File: config.mk
export PLATFORM = sky130hd
export DESIGN_NAME = bsfu_top
export DESIGN_NICKNAME = d
export VERILOG_FILES = /design/src/verilog/bsfu_pkg.sv /design/src/verilog/bsfu_shift_if.sv /design/src/verilog/bsfu_shift_unit.sv /design/src/verilog/bsfu_top.sv
export SDC_FILE = /design/constraint.sdc
export NUM_CORES = 1
export LEC_CHECK = 0
export BUFFER_PORTS_ARGS = -buffer_cell sky130_fd_sc_hd__clkbuf_2
export CORE_ASPECT_RATIO = 0.9
export CORE_UTILIZATION = 47
export CTS_BUF_LIST = sky130_fd_sc_hd__clkbuf_8
export CTS_CLUSTER_DIAMETER = 30
export DETAILED_ROUTE_END_ITERATION = 10
export GPL_TIMING_DRIVEN = 0
export PLACE_DENSITY = 0.73
export SKIP_CTS_REPAIR_TIMING = 1
export SLEW_MARGIN = 20
export SYNTH_ARGS = -nofsm -noshare
export SYNTH_HDL_FRONTEND = slang
export SYNTH_SLANG_ARGS = --single-unit
File: constraint.sdc
create_clock -name clk_i -period 1.6 [get_ports clk_i]
set_input_delay 0.08 -clock clk_i [delete_from_list [all_inputs] [get_ports clk_i]]
set_output_delay 0.08 -clock clk_i [all_outputs]
set_load 0.05 [all_outputs]
File: src/verilog/bsfu_pkg.sv
// constants and types of the bit shift and flag unit
// assumes one core clock and a decoder that presents one operation at a time
package bsfu_pkg;
    localparam int          DATA_W      = 8;
    localparam int          IO_ADDR_W   = 5;
    localparam int          IO_CYCLES   = 2;
    localparam int          ALU_CYCLES  = 1;
    localparam logic [2:0]  FLAG_C      = 3'h0;
    localparam logic [2:0]  FLAG_Z      = 3'h1;
    localparam logic [2:0]  FLAG_N      = 3'h2;
    localparam logic [2:0]  FLAG_V      = 3'h3;
    localparam logic [2:0]  FLAG_S      = 3'h4;
    localparam logic [2:0]  FLAG_H      = 3'h5;
    localparam logic [2:0]  FLAG_T      = 3'h6;
    localparam logic [2:0]  FLAG_I      = 3'h7;
    localparam logic [7:0]  STATUS_RST  = 8'h00;
    localparam logic [7:0]  ONE_HOT     = 8'h01;

    typedef enum logic [3:0] {
        OP_NOP,
        OP_IO_BIT_SET,
        OP_IO_BIT_CLEAR,
        OP_SHL_LOGICAL,
        OP_SHR_LOGICAL,
        OP_ROT_LEFT_CARRY,
        OP_ROT_RIGHT_CARRY,
        OP_SHR_SIGNED,
        OP_NIBBLE_SWAP,
        OP_BIT_TO_TFLAG,
        OP_TFLAG_TO_BIT,
        OP_FLAG_SET,
        OP_FLAG_CLEAR,
        OP_DEBUG_HALT
    } bsfu_op_t;
endpackage : bsfu_pkg

File: src/verilog/bsfu_shift_if.sv
// carrier between the core control and the shift datapath
// assumes the package is compiled first
`timescale 1ns/1ps
`default_nettype none
interface bsfu_shift_if;
    import bsfu_pkg::*;
    bsfu_op_t     op;
    logic [7:0]   operand;
    logic         carry_in;
    logic [7:0]   result;
    logic         flag_c;
    logic         flag_z;
    logic         flag_n;
    logic         flag_v;
    modport core (output op, operand, carry_in,
                  input  result, flag_c, flag_z, flag_n, flag_v);
    modport unit (input  op, operand, carry_in,
                  output result, flag_c, flag_z, flag_n, flag_v);
endinterface : bsfu_shift_if
`default_nettype wire

File: src/verilog/bsfu_shift_unit.sv
// combinational shifter and rotator with its z c n v flags
// assumes op selects one of the five shift codes, else passes through
`timescale 1ns/1ps
`default_nettype none
module bsfu_shift_unit (
    bsfu_shift_if.unit sh
);
    import bsfu_pkg::*;

    wire        is_shl   = (sh.op == OP_SHL_LOGICAL);
    wire        is_shr   = (sh.op == OP_SHR_LOGICAL);
    wire        is_rol   = (sh.op == OP_ROT_LEFT_CARRY);
    wire        is_ror   = (sh.op == OP_ROT_RIGHT_CARRY);
    wire        is_asr   = (sh.op == OP_SHR_SIGNED);
    wire        left     = is_shl | is_rol;
    wire        fill_lo  = is_rol & sh.carry_in;
    wire        fill_hi  = (is_ror & sh.carry_in) | (is_asr & sh.operand[7]);
    wire [7:0]  shl_val  = {sh.operand[6:0], fill_lo};
    wire [7:0]  shr_val  = {fill_hi, sh.operand[7:1]};
    wire        any_op   = left | is_shr | is_ror | is_asr;

    assign sh.result = !any_op ? sh.operand : (left ? shl_val : shr_val);
    assign sh.flag_c = left ? sh.operand[7] : sh.operand[0];
    assign sh.flag_z = (sh.result == 8'h00);
    assign sh.flag_n = sh.result[7];
    assign sh.flag_v = sh.flag_n ^ sh.flag_c;
endmodule : bsfu_shift_unit
`default_nettype wire

File: src/verilog/bsfu_top.sv
// bit shift, bit test and status flag datapath of the core
// assumes io_rdata_i answers io_addr_o in the same cycle as io_re_o
`timescale 1ns/1ps
`default_nettype none
module bsfu_top (
    input  wire logic                         clk_i,
    input  wire logic                         rst_n_i,
    input  wire logic                         op_valid_i,
    output logic                              op_ready_o,
    input  wire bsfu_pkg::bsfu_op_t           op_code_i,
    input  wire logic [7:0]                   reg_data_i,
    input  wire logic [2:0]                   bit_sel_i,
    input  wire logic [2:0]                   flag_sel_i,
    input  wire logic [bsfu_pkg::IO_ADDR_W-1:0] io_addr_i,
    input  wire logic [7:0]                   io_rdata_i,
    output logic [bsfu_pkg::IO_ADDR_W-1:0]    io_addr_o,
    output logic                              io_re_o,
    output logic                              io_we_o,
    output logic [7:0]                        io_wdata_o,
    output logic [7:0]                        result_o,
    output logic                              result_we_o,
    output logic [7:0]                        status_flags_o,
    output logic                              debug_halt_o,
    output logic                              done_o
);
    import bsfu_pkg::*;

    typedef enum logic {ST_IDLE, ST_IO_WRITE} bsfu_state_t;

    bsfu_state_t              state_q;
    bsfu_state_t              state_d;
    logic [7:0]               flags_q;
    logic [7:0]               flags_d;
    logic [7:0]               result_q;
    logic [7:0]               result_d;
    logic                     result_we_q;
    logic [7:0]               io_wdata_q;
    logic [IO_ADDR_W-1:0]     io_addr_q;
    logic                     done_q;
    logic                     halt_q;

    bsfu_shift_if sh ();

    bsfu_shift_unit u_shift (
        .sh (sh)
    );

    // decode
    wire        accept     = op_valid_i & op_ready_o;
    wire        is_io_set  = (op_code_i == OP_IO_BIT_SET);
    wire        is_io_clr  = (op_code_i == OP_IO_BIT_CLEAR);
    wire        is_io      = is_io_set | is_io_clr;
    wire        is_shift   = (op_code_i == OP_SHL_LOGICAL) | (op_code_i == OP_SHR_LOGICAL)
                           | (op_code_i == OP_ROT_LEFT_CARRY) | (op_code_i == OP_ROT_RIGHT_CARRY)
                           | (op_code_i == OP_SHR_SIGNED);
    wire        is_swap    = (op_code_i == OP_NIBBLE_SWAP);
    wire        is_bst     = (op_code_i == OP_BIT_TO_TFLAG);
    wire        is_bld     = (op_code_i == OP_TFLAG_TO_BIT);
    wire        is_fset    = (op_code_i == OP_FLAG_SET);
    wire        is_fclr    = (op_code_i == OP_FLAG_CLEAR);
    wire        is_halt    = (op_code_i == OP_DEBUG_HALT);
    wire [7:0]  bit_mask   = ONE_HOT << bit_sel_i;
    wire [7:0]  flag_mask  = ONE_HOT << flag_sel_i;
    wire [7:0]  tflag_mask = ONE_HOT << FLAG_T;
    wire        sel_bit    = |(reg_data_i & bit_mask);
    wire        tflag      = flags_q[FLAG_T];
    wire        in_write   = (state_q == ST_IO_WRITE);

    // shifter operands
    assign sh.op       = op_code_i;
    assign sh.operand  = reg_data_i;
    assign sh.carry_in = flags_q[FLAG_C];

    // status flag next value; only the named flags move
    wire [7:0]  shift_flags = {flags_q[7:4], sh.flag_v, sh.flag_n,
                               sh.flag_z, sh.flag_c};
    wire [7:0]  bst_flags   = sel_bit ? (flags_q | tflag_mask)
                                      : (flags_q & ~tflag_mask);
    wire [7:0]  fset_flags  = flags_q | flag_mask;
    wire [7:0]  fclr_flags  = flags_q & ~flag_mask;

    assign flags_d = !accept  ? flags_q     :
                     is_shift ? shift_flags :
                     is_bst   ? bst_flags   :
                     is_fset  ? fset_flags  :
                     is_fclr  ? fclr_flags  :
                                flags_q;

    // register result
    wire [7:0]  swap_val = {reg_data_i[3:0], reg_data_i[7:4]};
    wire [7:0]  bld_val  = tflag ? (reg_data_i | bit_mask)
                                 : (reg_data_i & ~bit_mask);
    wire        writes_reg = is_shift | is_swap | is_bld;

    assign result_d = is_swap ? swap_val :
                      is_bld  ? bld_val  :
                                sh.result;

    // io read-modify-write
    wire [7:0]  io_mod = is_io_set ? (io_rdata_i | bit_mask)
                                   : (io_rdata_i & ~bit_mask);

    assign state_d    = (accept & is_io) ? ST_IO_WRITE : ST_IDLE;
    assign op_ready_o = !in_write;
    assign io_re_o    = accept & is_io;
    assign io_addr_o  = in_write ? io_addr_q : io_addr_i;
    assign io_we_o    = in_write;
    assign io_wdata_o = io_wdata_q;
    assign result_o   = result_q;
    assign result_we_o    = result_we_q;
    assign status_flags_o = flags_q;
    assign debug_halt_o   = halt_q;
    assign done_o         = done_q;

    always_ff @(posedge clk_i) begin
        if (!rst_n_i) begin
            state_q     <= ST_IDLE;
            flags_q     <= STATUS_RST;
            result_q    <= 8'h00;
            result_we_q <= 1'b0;
            io_wdata_q  <= 8'h00;
            io_addr_q   <= '0;
            done_q      <= 1'b0;
            halt_q      <= 1'b0;
        end else begin
            state_q     <= state_d;
            flags_q     <= flags_d;
            result_we_q <= accept & writes_reg;
            done_q      <= (accept & !is_io) | in_write;
            halt_q      <= accept & is_halt;
            if (accept & writes_reg) begin
                result_q <= result_d;
            end
            if (accept & is_io) begin
                io_wdata_q <= io_mod;
                io_addr_q  <= io_addr_i;
            end
        end
    end

    wire  acc_set  = accept & is_io_set;
    wire  acc_clr  = accept & is_io_clr;
endmodule : bsfu_top
`default_nettype wire

### Yosys cells after proc, flatten, opt, wreduce, memory -nomap -nowiden

Index checks and enable logic that the tools add are counted.

| cells by class | value |
|---|---|
| $add $sub $neg | 0 |
| multiply operators | 0 |
| div/mod/pow operators | 0 |
| order comparisons | 0 |
| equality and inequality tests | 14 |
| shift operators | 2 |
| mux-type cells | 14 |
| bitwise logic cells | 33 |
| reduce and logical (&&, ||, !) cells | 10 |

Operator list:

| operator | number |
|---|---|
| two-way mux 8 bit | 9 |
| bitwise AND 8 bit | 4 |
| equality test 4 bit (second input constant) | 6 |
| OR 8 bit | 3 |
| equality test 4 x 3 -> 1 bit (second input constant) | 4 |
| inverter 8 bit | 2 |
| << shifter 1 x 3 -> 8 bit (first input constant) | 2 |
| OR 1 bit | 13 |
| bitwise AND 1 bit | 8 |
| equality test 4 x 2 -> 1 bit (second input constant) | 2 |
| logical NOT 8 bit | 1 |
| OR reduction 8 bit | 1 |
| two-way mux 7 bit | 1 |
| AND reduction 3 bit | 2 |
| nonzero test 3 bit | 2 |
| two-way mux 5 bit | 1 |
| equality test 4 x 1 -> 1 bit (second input constant) | 1 |
| two-way mux 4 bit | 1 |
| AND reduction 4 bit | 1 |
| logical NOT 1 bit | 2 |
| two-way mux 1 bit | 2 |
| != test 2 bit (second input constant) | 1 |
| inverter 1 bit | 2 |
| nonzero test 2 bit | 1 |
| bitwise XOR 1 bit | 1 |

| word-level totals | value |
|---|---|
| register bits | 33 |
| latch bits | 0 |
| memory bits (writable) | 0 |
| ROM bits | 0 |
| input port bits | 34 |
| output and inout bits | 35 |
| word-level logic and storage cells | 83 |
| memories | 0 |

### Longest topological paths before layout

| logic depth | value |
|---|---|
| word-level depth | 8 |
| depth in mapped cells | 8 |

### Modules after synthesis

Synthesis repeated with hierarchy kept, for this count alone.

| unflattened totals | value |
|---|---|
| cells, all modules | 298 |
| area total of the unflattened synthesis | 2523.7 µm² |

Modules (own cells, without submodules):

| module | times used | cells each | area an instance (µm²) |
|---|---|---|---|
| bsfu_top | 1 | 235 | 2067.0 |
| bsfu_shift_unit | 1 | 63 | 456.7 |

### Worst setup path after synthesis

OpenSTA, ideal clock, no wires.

| timing path | value |
|---|---|
| path kind | flip-flop to flip-flop |
| start | register state_q (netlist: io_we_o) |
| end | register io_wdata_q[4] (netlist: io_wdata_o[4]) |
| library setup time | 0.116 ns |
| arrival time | 2.054 ns |
| data required time | 1.484 ns |
| setup slack | -0.570 ns |
| stages on the path, launching flop included | 8 |
| buffers on the path | 2 |
| cell sequence | dfxtp_1 > clkbuf_1 > inv_1 > nand2_1 > nor2_4 > buf_2 > nand2_1 > o211a_1 |

| on the way | value |
|---|---|
| cells in the longest elaborated chain, start to end | 3 |

RTL lines:

| what | RTL line | RTL |
|---|---|---|
| from (decl) | bsfu_top.sv:30 | `bsfu_state_t state_q;` |
| from (signal assigned) | bsfu_top.sv:126 | `state_q <= state_d;` |
| logical NOT 1 bit | bsfu_top.sv:104 | `assign op_ready_o = !in_write;` |
| net op_ready_o | bsfu_top.sv:9 | `output logic op_ready_o,` |
| bitwise AND 1 bit | bsfu_top.sv:49 | `wire accept = op_valid_i & op_ready_o;` |
| bitwise AND 1 bit | n/a |  |
| net io_re_o | bsfu_top.sv:17 | `output logic io_re_o,` |
| to (signal assigned) | bsfu_top.sv:135 | `io_wdata_q <= io_mod;` |
| to (decl) | bsfu_top.sv:37 | `logic [7:0] io_wdata_q;` |

The timed path passes the listed nets, and every way through them passes these cells.
A chain may end at the register's enable or synchronous reset.

### Worst setup path after layout

| timing path | value |
|---|---|
| start | register flags_q[0] (netlist: status_flags_o[0]) |
| end | register flags_q[3] (netlist: status_flags_o[3]) |

| on the way | value |
|---|---|
| cells in the longest elaborated chain, start to end | 6 |

RTL lines:

| what | RTL line | RTL |
|---|---|---|
| from (decl) | bsfu_top.sv:32 | `logic [7:0] flags_q;` |
| from (signal assigned) | bsfu_top.sv:127 | `flags_q <= flags_d;` |
| bitwise AND 1 bit | bsfu_shift_unit.sv:17 | `wire fill_hi = (is_ror & sh.carry_in) \| (is_asr & sh.operand[7]);` |
| OR 1 bit | bsfu_shift_unit.sv:17 |  |
| two-way mux 8 bit (2 in a row) | bsfu_shift_unit.sv:22 | `assign sh.result = !any_op ? sh.operand : (left ? shl_val : shr_val);` |
| bitwise XOR 1 bit | bsfu_shift_unit.sv:26 | `assign sh.flag_v = sh.flag_n ^ sh.flag_c;` |
| two-way mux 4 bit | bsfu_top.sv:83 | `is_shift ? shift_flags :` |

Every way passes these cells.

==> impl_metrics.csv <==
group,metric,value,unit
status,status,"finished, final reports clean",
clocking,cts-htree-levels,2,
setup_path,cp_max_fo,6,
logic_synthesis,ys_seq_area_share,27.51,%
grt,grt_max_degree,11,
detailed_routing,drcViolationCount,0,
sta,maxClockFrequency,0.6505,GHz
power_and_ir_drop,power.density,785.8,nW/um2
place,dp_hpwl,5120,um
clocking,clkLatencyLatePin,0.28,ns
detailed_routing,vias,2469,
clocking,cts_tree,"built",
logic_synthesis,synth_area,2401,um2
grt,overflow,0,
die,die_height,69.81,um
sta,relSlewSlack,66.80,%
logic_synthesis,ys_ff_latch,33,
place,io_buffer_count,65,
job,max-cap-violations,0,
sta,hold_viol,0,
die,core,4865,um2
grt,grt_pass1_vias,2241,
detailed_routing,wl_per_cell,15.42,um
sta,finalSetupViolations,0,
worst_hold_path,hold_end,"io_addr_q[2]",
grt,grt_first_pass_wirelength,10950,um
clocking,ctsRootBufferMaster,"clkbuf_8",
worst_hold_path,worstHoldPathCells,3,
power_and_ir_drop,vdd_drop_max,0.0007268,V
detailed_routing,vias_per_cell,5.676,
clocking,cts.sinks,33,
detailed_routing,wl,6709,um
die,dieArea,5399,um2
place,dpl.cell_count,426,
grt,antenna_found_initial,0,
setup_path,reg2reg_to,"status_flags_o[3]",
finish,antennaDiodeCount,0,
clocking,cts_buffers,5,
logic_synthesis,syn_avg_cell_area,8.112,um2
die,fp-row-count,24,
place,place.gp.congestion,0.9291,
grt,grt_use_total,25.41,%
setup_path,crit-reg2reg-launch,"status_flags_o[0]",
sta,slew_viol_final,0,
die,pin_count,69,
detailed_routing,first_pass_iters,4,
finish,nets,403,
clocking,cts.clk_slew.worst_paths,0.07,ns
power_and_ir_drop,p_total,0.002333,W
sta,rsz0062_at_grt,"no",
detailed_routing,drtAntennaViolNets,0,
logic_synthesis,syn_nets,330,
die,start_util,49.36,%
logic_synthesis,async_flop_share,0,%
sta,min_period_over_period,96.08,%
finish,design_area,2969,um2
power_and_ir_drop,leakagePower,1.320,nW
finish,final_common_cell,"clkbuf_2",
sta,worst_hold_slack,0.07548,ns
sta,fin_crit,1.537,ns
finish,syn2layout_area_growth,23.66,%
sta,worstMarginPinSlew,0.4969,ns
die,die_w,77.34,um
setup_path,worstSetupEndpointType,"flop",
finish,drive_above_1_share,30.27,%
logic_synthesis,netlist_instances,296,
detailed_routing,drtIter0Drc,159,
setup_path,arrival,1.76,ns
worst_hold_path,hold_class,"in -> reg",
logic_synthesis,synth-main-ff-cell,"dfxtp_1",
clocking,clk_path_buf_depth,2,
worst_hold_path,hp-start,"io_addr_i[2]",
finish,mostFrequentLayoutCells,"64 x clkbuf_2, 31 x dfxtp_1, 26 x mux2i_1",
logic_synthesis,ys_types,56,
place,placed_area,2821,um2
logic_synthesis,synth_edf_count,0,
logic_synthesis,ys.warnings.count,0,
setup_path,worstPathRequired,1.82,ns
sta,skew,0.01043,ns
finish,fillers,466,
setup_path,worstSetupPathType,"reg -> reg",
sta,fin_setup_tns,0,ns
setup_path,critPathLaunchType,"flop",
finish,fin_cells,435,
setup_path,rrSetupSlack,0.06,ns
setup_path,rr_worst_depth,6,
[worst max-delay path, stage by stage (launching register included)]
cell	delay [ns]
dfxtp_2	0.35
mux2i_2	0.21
nor3b_4	0.09
buf_4	0.15
o311a_1	0.31
o22a_1	0.23
a21oi_2	0.13
[flip-flops by register name, indices dropped and copies added, names as in the netlist, named ones only]
register / flops
debug_halt_o: 1
result_we_o: 1
io_wdata_o: 8
result_o: 8
io_addr_q: 5
io_we_o: 1
status_flags_o: 7
done_o: 1
[final cells by class]
| type | count | area (um2) | area share [%] |
|---|---|---|---|
| Multi-Input combinational cell | 230 | 1585 | 53.39 |
| Sequential cell | 33 | 663.1 | 22.33 |
| Timing Repair Buffer | 67 | 342.8 | 11.55 |
| Buffer | 25 | 151.4 | 5.099 |
| Clock buffer | 6 | 82.58 | 2.781 |
| Tap cell | 65 | 81.33 | 2.739 |
| Clock inverter | 2 | 33.78 | 1.138 |
| Inverter | 7 | 28.78 | 0.9692 |
[worst max path at each step]
| stage | start | end | slack [ns] | cells after the start |
|---|---|---|---|---|
| final | status_flags_o[0] | status_flags_o[3] | 0.06 | 6 |
| after global routing | status_flags_o[0] | status_flags_o[3] | 0.02 | 6 |
| after CTS | io_we_o | io_re_o | -0.10 | 6 |
| after detailed placement | io_we_o | status_flags_o[4] | -0.08 | 6 |
| after global placement | io_we_o | status_flags_o[4] | -0.08 | 6 |
| after floorplan | io_we_o | status_flags_o[4] | 0.002 | 6 |
[cell families (layout without fill, tap and decap cells)]
family          Yosys count  in the layout  synth area share [%]
compound gates           94             94                 26.84
xor+xnor                  1              1                0.3648
buf+inv                  33            107                 7.296
flops                    33             33                 27.51
mux                      33             33                 14.07
simple gates            102            102                 23.92
[where the power goes]
| group | switching, W | internal (W) |
|---|---|---|
| registers | 0.0000190 | 0.000856 |
| logic | 0.000432 | 0.000220 |
| clock network | 0.000304 | 0.000501 |
| total | 0.000755 | 0.00158 |
[per-layer routing]
metal | wire, um | global-route usage [%]
met4 | 44 | 5.660
met5 | 0 | 0
met1 | 3370 | 38.32
met2 | 2958 | 38.05
met3 | 336 | 3.421
[cells in the mapped netlist, types with 4 or more instances]
| library cell | instances | area [um2] |
|---|---|---|
| o211a_1 | 8 | 80.08 |
| nand3b_1 | 5 | 37.54 |
| clkbuf_1 | 9 | 33.78 |
| nand2b_1 | 5 | 31.28 |
| dfxtp_1 | 33 | 660.6 |
| nand3_1 | 4 | 20.02 |
| inv_1 | 7 | 26.28 |
| nor2_1 | 21 | 78.83 |
| buf_4 | 4 | 30.03 |
| a211oi_1 | 8 | 60.06 |
| nand2_1 | 23 | 86.33 |
| mux2i_1 | 27 | 270.3 |
| nor3b_1 | 5 | 37.54 |
| buf_2 | 8 | 40.04 |
| nor2b_1 | 12 | 75.07 |
| nor3_1 | 11 | 55.05 |
| mux2_2 | 6 | 67.56 |
| a21oi_1 | 25 | 125.1 |
| o21ai_0 | 17 | 85.08 |
[metrics by stage]
| step | setup WS, ns | util [%] |
|---|---|---|
| 5_1_grt | 0.02497 | 61.03 |
| 3_5_place_dp | -0.08298 | 58.00 |
| 6_report | 0.06264 | 61.03 |
| 3_3_place_gp | -0.08251 | 58.00 |
| 2_1_floorplan | 0.001788 | - |
| 4_1_cts | -0.1034 | 60.39 |
Power figures use the tool's default switching activity.
